--- src/rtl/pwmpt_pkg.sv ---
// Purpose: Shared constants for the PWM unit with its 8-bit period timer.
// Assumes: 32-bit classic Wishbone, one 8-bit register per aligned word.
// Notes: Data sits in byte lane 0; the upper lanes read as zero.
package pwmpt_pkg;
  // Register byte addresses.
  localparam logic [7:0] ADDR_PWM_CTL = 8'h00;
  localparam logic [7:0] ADDR_DUTY_HI = 8'h04;
  localparam logic [7:0] ADDR_CMP_HI = 8'h08;
  localparam logic [7:0] ADDR_PERIOD = 8'h0C;
  localparam logic [7:0] ADDR_TMR_CTL = 8'h10;
  localparam logic [7:0] ADDR_TMR_CNT = 8'h14;
  localparam logic [7:0] ADDR_IRQ_FLAGS = 8'h18;
  localparam logic [7:0] ADDR_IRQ_EN = 8'h1C;
  localparam logic [7:0] ADDR_PORT_DIR = 8'h20;
  localparam logic [7:0] ADDR_CLK_CTL = 8'h24;
  localparam logic [23:0] RD_PAD = 24'h000000;
  localparam logic [7:0] BYTE_ZERO = 8'h00;
  // Implemented-bit masks.
  localparam logic [7:0] PWM_CTL_MASK = 8'h3F;
  localparam logic [7:0] TMR_CTL_MASK = 8'h7F;
  localparam logic [7:0] FLAG_MASK = 8'h06;
  localparam logic [7:0] CLK_CTL_MASK = 8'h01;
  // Reset values.
  localparam logic [7:0] RST_PWM_CTL = 8'h00;
  localparam logic [7:0] RST_DUTY_HI = 8'h00;
  localparam logic [7:0] RST_CMP_HI = 8'h00;
  localparam logic [7:0] RST_PERIOD = 8'hFF;
  localparam logic [7:0] RST_TMR_CTL = 8'h00;
  localparam logic [7:0] RST_TMR_CNT = 8'h00;
  localparam logic [7:0] RST_FLAGS = 8'h00;
  localparam logic [7:0] RST_IRQ_EN = 8'h00;
  localparam logic [7:0] RST_PORT_DIR = 8'hFF;
  localparam logic [7:0] RST_CLK_CTL = 8'h00;
  // Field positions.
  localparam int MODE_MSB = 3;
  localparam int MODE_LSB = 2;
  localparam logic [1:0] MODE_PWM = 2'h3;
  localparam int DLOW_MSB = 5;
  localparam int DLOW_LSB = 4;
  localparam int TRUN_BIT = 2;
  localparam int TPRE_MSB = 1;
  localparam int TPRE_LSB = 0;
  localparam int TPOST_MSB = 6;
  localparam int TPOST_LSB = 3;
  localparam int FLAG_TOV_BIT = 1;
  localparam int FLAG_OSF_BIT = 2;
  localparam int DIR_PWM_BIT = 5;
  localparam int CLK_MON_BIT = 0;
  localparam int CLK_ALT_BIT = 1;
  // Prescale select codes and fine-counter limits (four clocks per timer step times prescale).
  localparam logic [1:0] PRE_SEL_1 = 2'h0;
  localparam logic [1:0] PRE_SEL_4 = 2'h1;
  localparam logic [5:0] PRE_MAX_1 = 6'h03;
  localparam logic [5:0] PRE_MAX_4 = 6'h0F;
  localparam logic [5:0] PRE_MAX_16 = 6'h3F;
  localparam logic [5:0] PRE_ZERO = 6'h00;
  localparam logic [5:0] PRE_ONE = 6'h01;
  localparam logic [3:0] POST_ZERO = 4'h0;
  localparam logic [3:0] POST_ONE = 4'h1;
  localparam logic [7:0] CNT_ONE = 8'h01;
  localparam logic [9:0] DUTY_ZERO = 10'h000;
endpackage

--- src/rtl/pwmpt_tmr_if.sv ---
// Purpose: Carries timer configuration and timer state between the unit's modules.
// Assumes: One clock; tick is a one-cycle enable.
// Notes: The control end is the top module.
`timescale 1ns/10ps
`default_nettype none
interface pwmpt_tmr_if;
  logic tick;
  logic run;
  logic [1:0] pre_sel;
  logic [3:0] post_sel;
  logic [7:0] period;
  logic load;
  logic [7:0] load_val;
  logic [7:0] count;
  logic [1:0] fine;
  logic start;
  logic post_evt;
  modport tmr (input tick, run, pre_sel, post_sel, period, load, load_val,
               output count, fine, start, post_evt);
  modport pwm (input tick, count, fine, start);
endinterface
`default_nettype wire

--- src/rtl/pwmpt_timer.sv ---
// Purpose: 8-bit period timer with prescaler and postscaler.
// Assumes: tick already carries clock selection and sleep gating.
// Notes: start and post_evt are one-cycle pulses from flip-flops.
`timescale 1ns/10ps
`default_nettype none
module pwmpt_timer (
  // Clock and reset
  input wire logic clk_i,
  input wire logic rst_i,
  // Timer link
  pwmpt_tmr_if.tmr t
);
  import pwmpt_pkg::*;

  typedef struct packed {
    logic [7:0] count;
    logic [5:0] pre;
    logic [3:0] post;
    logic start;
    logic post_evt;
  } pwmpt_tmr_st_t;

  pwmpt_tmr_st_t st_reg;
  pwmpt_tmr_st_t st_next;
  logic [5:0] pre_max;

  always_comb begin
    st_next = st_reg;
    st_next.start = 1'b0;
    st_next.post_evt = 1'b0;
    case (t.pre_sel)
      PRE_SEL_1: pre_max = PRE_MAX_1;
      PRE_SEL_4: pre_max = PRE_MAX_4;
      default: pre_max = PRE_MAX_16;
    endcase
    if (t.load) begin
      st_next.count = t.load_val;
      st_next.pre = PRE_ZERO;
    end else if (t.tick && t.run) begin
      if (st_reg.pre == pre_max) begin
        st_next.pre = PRE_ZERO;
        if (st_reg.count == t.period) begin
          st_next.count = RST_TMR_CNT;
          st_next.start = 1'b1;
          if (st_reg.post == t.post_sel) begin
            st_next.post = POST_ZERO;
            st_next.post_evt = 1'b1;
          end else begin
            st_next.post = st_reg.post + POST_ONE;
          end
        end else begin
          st_next.count = st_reg.count + CNT_ONE;
        end
      end else begin
        st_next.pre = st_reg.pre + PRE_ONE;
      end
    end
  end

  always_ff @(posedge clk_i) begin
    if (rst_i) begin
      st_reg <= '0;
    end else begin
      st_reg <= st_next;
    end
  end

  // The two fraction bits are the top bits of the fine counter, so the
  // ten-bit duty count keeps its full span at every prescale.
  assign t.fine = (t.pre_sel == PRE_SEL_1) ? st_reg.pre[1:0] :
                  (t.pre_sel == PRE_SEL_4) ? st_reg.pre[3:2] : st_reg.pre[5:4];
  assign t.count = st_reg.count;
  assign t.start = st_reg.start;
  assign t.post_evt = st_reg.post_evt;
endmodule
`default_nettype wire

--- src/rtl/pwmpt_pwm_out.sv ---
// Purpose: Duty comparison and pulse output latch.
// Assumes: start marks the first cycle of each new period.
// Notes: The duty value is latched only at period start.
`timescale 1ns/10ps
`default_nettype none
module pwmpt_pwm_out (
  // Clock and reset
  input wire logic clk_i,
  input wire logic rst_i,
  // Control
  input wire logic en_i,
  input wire logic [9:0] duty_i,
  // Timer link
  pwmpt_tmr_if.pwm t,
  // Results
  output logic out_o,
  output logic [9:0] duty_lat_o
);
  import pwmpt_pkg::*;

  typedef struct packed {
    logic out;
    logic [9:0] duty;
  } pwmpt_out_st_t;

  pwmpt_out_st_t st_reg;
  pwmpt_out_st_t st_next;

  always_comb begin
    st_next = st_reg;
    if (!en_i) begin
      st_next.out = 1'b0;
    end else if (t.start) begin
      st_next.duty = duty_i;
      st_next.out = (duty_i != DUTY_ZERO);
    end else if (st_reg.out && ({t.count, t.fine} == st_reg.duty)) begin
      st_next.out = 1'b0;
    end
  end

  always_ff @(posedge clk_i) begin
    if (rst_i) begin
      st_reg <= '0;
    end else begin
      st_reg <= st_next;
    end
  end

  assign out_o = st_reg.out;
  assign duty_lat_o = st_reg.duty;
endmodule
`default_nettype wire

--- src/rtl/pwmpt_top.sv ---
// Purpose: PWM unit with 8-bit period timer behind a Wishbone slave.
// Assumes: osc_tick_i and intosc_tick_i are one-cycle enables at the
//   primary and internal oscillator rates; clk_fail_i and sleep_i are synchronous.
// Notes: Writes take effect at the edge where ack is sampled high.
// Notes on behaviour
// - With monitor on, a failed primary clock switches the unit to internal ticks.
// - Any reset makes every port pin an input and restores all unit registers.
// - The period register bounds the timer; a match starts a new period.
// - Software selects PWM through the two-bit mode field of the control register.
// - Duty is duty high byte over control bits five and four.
// - Prescale select is timer control bits 1:0, postscale bits 6:3.
// - The timer counts only while the run bit, bit two, is set.
// - Unimplemented control bits ignore writes and read as zero.
// - Sleep freezes timer and output stage, the bus stays live; the pin keeps its level; resume on wake.
`timescale 1ns/10ps
`default_nettype none
module pwmpt_top (
  // Clock and reset
  input wire logic clk_i,
  input wire logic rst_i,
  // Wishbone slave
  input wire logic wb_cyc_i,
  input wire logic wb_stb_i,
  input wire logic wb_we_i,
  input wire logic [7:0] wb_adr_i,
  input wire logic [3:0] wb_sel_i,
  input wire logic [31:0] wb_dat_i,
  output logic [31:0] wb_dat_o,
  output logic wb_ack_o,
  // Clocking and power
  input wire logic osc_tick_i,
  input wire logic intosc_tick_i,
  input wire logic clk_fail_i,
  input wire logic sleep_i,
  // Pins and interrupt
  output logic pulse_output_pin_o,
  output logic pulse_output_pin_oe_o,
  output logic [7:0] port_c_direction_o,
  output logic irq_o
);
  import pwmpt_pkg::*;

  typedef struct packed {
    logic [7:0] pwm_control;
    logic [7:0] duty_high_byte;
    logic [7:0] compare_high_byte;
    logic [7:0] period_register;
    logic [7:0] timer_control;
    logic [7:0] irq_flags;
    logic [7:0] irq_enables;
    logic [7:0] port_c_direction;
    logic [7:0] clk_control;
    logic on_intosc;
    logic ack;
    logic [31:0] dat;
    logic irq;
    logic pin;
    logic pin_oe;
  } pwmpt_top_st_t;

  localparam pwmpt_top_st_t ST_RESET = '{
    pwm_control: RST_PWM_CTL,
    duty_high_byte: RST_DUTY_HI,
    compare_high_byte: RST_CMP_HI,
    period_register: RST_PERIOD,
    timer_control: RST_TMR_CTL,
    irq_flags: RST_FLAGS,
    irq_enables: RST_IRQ_EN,
    port_c_direction: RST_PORT_DIR,
    clk_control: RST_CLK_CTL,
    on_intosc: 1'b0,
    ack: 1'b0,
    dat: '0,
    irq: 1'b0,
    pin: 1'b0,
    pin_oe: 1'b0
  };

  pwmpt_top_st_t st_reg;
  pwmpt_top_st_t st_next;

  pwmpt_tmr_if tif();

  logic req;
  logic wr;
  logic [7:0] wbyte;
  logic pwm_mode;
  logic [9:0] duty_val;
  logic [9:0] duty_lat;
  logic pwm_out;
  logic [7:0] rd_byte;
  logic [7:0] events;

  // Bus access decode; only byte lane 0 carries data.
  assign req = wb_cyc_i && wb_stb_i;
  assign wr = req && wb_we_i && st_reg.ack && wb_sel_i[0];
  assign wbyte = wb_dat_i[7:0];

  // Mode and duty as seen by the output stage.
  assign pwm_mode = (st_reg.pwm_control[MODE_MSB:MODE_LSB] == MODE_PWM);
  assign duty_val = {st_reg.duty_high_byte,
                     st_reg.pwm_control[DLOW_MSB:DLOW_LSB]};

  // Unit tick: sleep freezes the timer and output stage, and a failed primary clock hands the
  // unit over to the internal oscillator, whose rate may differ.
  assign tif.tick = !sleep_i && (st_reg.on_intosc ? intosc_tick_i : osc_tick_i);
  assign tif.run = st_reg.timer_control[TRUN_BIT];
  assign tif.pre_sel = st_reg.timer_control[TPRE_MSB:TPRE_LSB];
  assign tif.post_sel = st_reg.timer_control[TPOST_MSB:TPOST_LSB];
  assign tif.period = st_reg.period_register;
  assign tif.load = wr && (wb_adr_i == ADDR_TMR_CNT);
  assign tif.load_val = wbyte;

  pwmpt_timer u_timer (
    .clk_i(clk_i),
    .rst_i(rst_i),
    .t(tif)
  );

  pwmpt_pwm_out u_out (
    .clk_i(clk_i),
    .rst_i(rst_i),
    .en_i(pwm_mode),
    .duty_i(duty_val),
    .t(tif),
    .out_o(pwm_out),
    .duty_lat_o(duty_lat)
  );

  // Read multiplexer; unmapped addresses read zero.
  always_comb begin
    rd_byte = BYTE_ZERO;
    case (wb_adr_i)
      ADDR_PWM_CTL: rd_byte = st_reg.pwm_control & PWM_CTL_MASK;
      ADDR_DUTY_HI: rd_byte = st_reg.duty_high_byte;
      ADDR_CMP_HI: rd_byte = pwm_mode ? duty_lat[9:2] : st_reg.compare_high_byte;
      ADDR_PERIOD: rd_byte = st_reg.period_register;
      ADDR_TMR_CTL: rd_byte = st_reg.timer_control & TMR_CTL_MASK;
      ADDR_TMR_CNT: rd_byte = tif.count;
      ADDR_IRQ_FLAGS: rd_byte = st_reg.irq_flags;
      ADDR_IRQ_EN: rd_byte = st_reg.irq_enables;
      ADDR_PORT_DIR: rd_byte = st_reg.port_c_direction;
      ADDR_CLK_CTL: begin
        rd_byte = st_reg.clk_control;
        rd_byte[CLK_ALT_BIT] = st_reg.on_intosc;
      end
      default: rd_byte = BYTE_ZERO;
    endcase
  end

  // Hardware events that set sticky flags.
  always_comb begin
    events = BYTE_ZERO;
    events[FLAG_TOV_BIT] = tif.post_evt;
    events[FLAG_OSF_BIT] = !st_reg.on_intosc && st_reg.clk_control[CLK_MON_BIT]
                           && clk_fail_i;
  end

  always_comb begin
    st_next = st_reg;
    // Ack one cycle after the request and drop it the cycle after.
    st_next.ack = req && !st_reg.ack;
    if (req && !st_reg.ack) begin
      st_next.dat = {RD_PAD, rd_byte};
    end
    if (wr) begin
      case (wb_adr_i)
        ADDR_PWM_CTL: st_next.pwm_control = wbyte & PWM_CTL_MASK;
        ADDR_DUTY_HI: st_next.duty_high_byte = wbyte;
        ADDR_CMP_HI: begin
          if (!pwm_mode) begin
            st_next.compare_high_byte = wbyte;
          end
        end
        ADDR_PERIOD: st_next.period_register = wbyte;
        ADDR_TMR_CTL: st_next.timer_control = wbyte & TMR_CTL_MASK;
        ADDR_IRQ_FLAGS: st_next.irq_flags = st_reg.irq_flags & ~(wbyte & FLAG_MASK);
        ADDR_IRQ_EN: st_next.irq_enables = wbyte;
        ADDR_PORT_DIR: st_next.port_c_direction = wbyte;
        ADDR_CLK_CTL: st_next.clk_control = wbyte & CLK_CTL_MASK;
        default: st_next.clk_control = st_reg.clk_control;
      endcase
    end
    // A flag event in the cycle of its clear still sets the flag.
    st_next.irq_flags = st_next.irq_flags | (events & FLAG_MASK);
    // Once switched, the unit stays on the internal oscillator until reset.
    if (events[FLAG_OSF_BIT]) begin
      st_next.on_intosc = 1'b1;
    end
    st_next.irq = |(st_next.irq_flags & st_next.irq_enables & FLAG_MASK);
    // The pin level follows the output stage, which itself freezes in sleep.
    st_next.pin = pwm_out;
    st_next.pin_oe = !st_next.port_c_direction[DIR_PWM_BIT];
  end

  always_ff @(posedge clk_i) begin
    if (rst_i) begin
      st_reg <= ST_RESET;
    end else begin
      st_reg <= st_next;
    end
  end

  assign wb_ack_o = st_reg.ack;
  assign wb_dat_o = st_reg.dat;
  assign irq_o = st_reg.irq;
  assign pulse_output_pin_o = st_reg.pin;
  assign pulse_output_pin_oe_o = st_reg.pin_oe;
  assign port_c_direction_o = st_reg.port_c_direction;
endmodule
`default_nettype wire

--- config.mk ---
export PLATFORM = sky130hd
export DESIGN_NAME = pwmpt_top
export DESIGN_NICKNAME = d
export VERILOG_FILES = /design/src/rtl/pwmpt_pkg.sv /design/src/rtl/pwmpt_tmr_if.sv /design/src/rtl/pwmpt_timer.sv /design/src/rtl/pwmpt_pwm_out.sv /design/src/rtl/pwmpt_top.sv
export SDC_FILE = /design/constraint.sdc
export NUM_CORES = 1
export LEC_CHECK = 0
export ABC_AREA = 1
export BUFFER_PORTS_ARGS = -buffer_cell sky130_fd_sc_hd__buf_2
export CAP_MARGIN = 20
export CORE_ASPECT_RATIO = 2
export CORE_MARGIN = 3
export CORE_UTILIZATION = 30
export DETAILED_ROUTE_END_ITERATION = 6
export GPL_TIMING_DRIVEN = 0
export PLACE_DENSITY = 0.51
export SKIP_LAST_GASP = 1
export SYNTH_ARGS = -nofsm -noshare
export SYNTH_HDL_FRONTEND = slang
export SYNTH_SLANG_ARGS = --single-unit
--- constraint.sdc ---
create_clock -name clk_i -period 1.43 [get_ports clk_i]
set_clock_uncertainty 0.2 [all_clocks]
set_input_delay 0.286 -clock clk_i [delete_from_list [all_inputs] [get_ports clk_i]]
set_output_delay 0.286 -clock clk_i [all_outputs]
set_load 0.005 [all_outputs]
==> impl_metrics.toml <==
[outcome]
status = "complete, but fails checks"
violations = "negative setup slack"

[clock_tree]
clk_latency_ns = 0.35
path_clk_slew_ns = 0.07
clock_sinks = 100
cts-root-buf = "clkbuf_16"
cts.htree.levels = 3
cts_tree = "built"
clockBufferDepth = 2
cts_buffers = 9

[logic_synthesis]
yosys_warnings = 0
synth_area_leaders = "dfxtp_1 35%, nand2_1 14%, buf_4 5.7%"
synth.distinct_cells = 41
synthArstFlopShare_pct = 0
synthCells = 813
synth.top_cell.area_share_pct = 35.3
synth_mux_area_share_pct = 0.176
synth_top_family_by_area = "simple AND/OR/NAND/NOR gates"
synth_area_mm2 = 0.00568
ys_ff_latch = 100
synth_xor_area_share_pct = 2.31
ys_seq_area_share_pct = 35.3
synth-main-ff-cell = "dfxtp_1"
post_synth_fa_ha_maj_area_fraction_pct = 0.661
synth_compound_area_share_pct = 14.6
synth_edf_count = 0
syn_avg_cell_area_um2 = 6.98
yosys.area_share.simple_pct = 32.5
yosysTopAreaCell = "dfxtp_1"

[power]
p_total_uw = 5670
powerDensity_mw_per_mm2 = 695
p_leak_uw = 0.00356
ir_drop_uv = 438

[sta]
slew-limit-headroom_pct = 41.9
finalCriticalPeriod_ns = 1.71
setup_viol = 87
slew_viol_final = 0
finalCritPeriodShare_pct = 119
hold_violations = 0
layout_setup_ws_ns = -0.279
rsz0062_at_grt = "true"
fmax_mhz = 585
tightest_slew_ns = 0.871

[drt]
route.met3.wl_um = 509
highest_layer = "met4"
wl_met2_um = 11800
wl_um = 20500
met1_length_um = 6630
detail-route-antenna-nets = 0
drc = 0
wire_per_inst_um = 17.4
drtPass1Iterations = 4
first_iter_violations = 219
vias = 5738
viasPerCell = 4.85

[worst_setup_path]
cp_data_arrival_time_ns = 1.79
endpoint_kind = "register"
critPathMaxFanout = 5
worstPathCellList = "nand3_4 > nor2_8 > nand3_4 > buf_12 > clkinv_8 > nor3_4 > nand2_1 > a21oi_2"
crit_type = "register to register"
critPathMostFrequentCell = "nand3_4"
cp_slowest_stage_delay_ns = 0.36
start_kind = "register"
crit_slowest_cell = "dfxtp_4"
required_ns = 1.51

[global_routing]
grt_usage_pct = 19.7
grt_first_pass_wirelength_um = 30400
grt_pass1_vias = 5717
grt_overflow_total = 0
grt_max_degree = 17
antenna_found_initial = 0

[layout]
nFillCells = 1875
final_cell_mix = "165 x nand2_1, 79 x buf_4, 68 x dfxtp_1"
layout_commonest_cell = "nand2_1"
largest_reg_flops = 31
finalInstanceArea_mm2 = 0.00815
seqCellArea_mm2 = 0.00208
finalCoreUtilization_pct = 44.3
antenna_cells = 0
final_cells = 1183
layout.nets = 1018
syn2layout_area_growth_pct = 43.5
layout-drive-gt1-share_pct = 44.3
multi_input_area_mm2 = 0.00357

[floorplanning]
dieHeight_um = 201
core_area_mm2 = 0.0184
ioPinCount = 97
rows = 70
die_w_um = 103
fp.dieArea_mm2 = 0.0207
start_util_pct = 30.9

[placed_design]
numPortBuffers = 45
gp_congestion = 0.916
placed_cell_area_mm2 = 0.00638
dpl.hpwl_um = 15100
dpl.cell_count = 1097

[flow_run]
cap_violations = 0

[min_path]
hold_class = "primary input to register"
## timing repair
item                                    4_1_cts  5_1_grt
cloned                                        6        2
setup buffers                                45       19
hold buffers                                  1        0
endpoints found under the setup margin       99       99
pin swaps                                    45       69
resized for setup                           131      177
hold endpoints to repair                      1        0
## path summary, 6_finish.rpt
| path | cells after the start | slack, ns | from | endpoint |
|---|---|---|---|---|
| setup reg to reg | 8 | -0.28 | wb_ack_o | u_timer.st_reg[5] |
| hold reg to reg | 2 | 0.26 | wb_dat_o[5] | wb_dat_o[5] |
| hold / removal | 3 | 0.01 | clk_fail_i | st_reg[36] |
| setup / recovery | 8 | -0.28 | wb_ack_o | u_timer.st_reg[5] |
## critical path, delay by kind of cell (launching register included)
kind,cells,cell delay [ns]
AOI/OAI and AO/OA,1,0.12
and+or+nand+nor,5,0.71
DFF,1,0.36
buffers and inverters,2,0.24
## kinds of logic after synthesis
| family | after synthesis |
|---|---|
| DFF | 100 |
| other | 1 |
| xor gates and xnor gates | 15 |
| AOI/OAI and AO/OA | 145 |
| adders and majority gates | 3 |
| muxes | 1 |
| buffers and inverters | 161 |
| and+or+nand+nor | 387 |
## routing by layer
layer / vias up / track usage (%)
li1: 2851 / -
met1: 2676 / 17.8
met2: 135 / 37.0
met3: 76 / 2.40
met4: 0 / 15.1
met5: - / 0
## where the power goes
group	total, uW	leakage, uW	switching (uW)	internal [uW]
sequential	2750	0.000814	1.72	2750
combinational	383	0.00261	261	122
clock	2530	0.000140	1110	1420
total	5670	0.00356	1380	4290
## synthesized netlist by cell type (all sizes together), types with 2 or more instances
cell	count
nor2	82
a211oi	6
clkinv	4
o221ai	3
o211ai	13
ha	3
nor3	6
inv	94
buf	55
a21oi	65
nand2	224
nor4	3
or2	2
nand4	9
o21ai	58
nand3	60
xnor2	5
dfxtp	100
clkbuf	8
xor2	10
## through the flow
stage	hold slack [ns]	worst slack (ns)	TNS, ns
3_3_place_gp	0.244	-0.614	-40.87
3_5_place_dp	0.245	-0.616	-41.22
6_report	0.0133	-0.279	-14.35
2_1_floorplan	0.169	-0.0606	-0.924
4_1_cts	0.00352	-0.328	-19.70
5_1_grt	0.0255	-0.393	-19.76
## cell type report
type                    count  area share, %
clock buffers              13           3.07
inverters                  98           5.34
multi-input cells         575           43.8
clock inverters             3          0.568
well taps                 216           3.32
flip-flops and latches    100           25.6
repair inverters            2          0.338
plain buffers              61           5.99
repair buffers            115           12.0
Power figures use the tool's default switching activity.
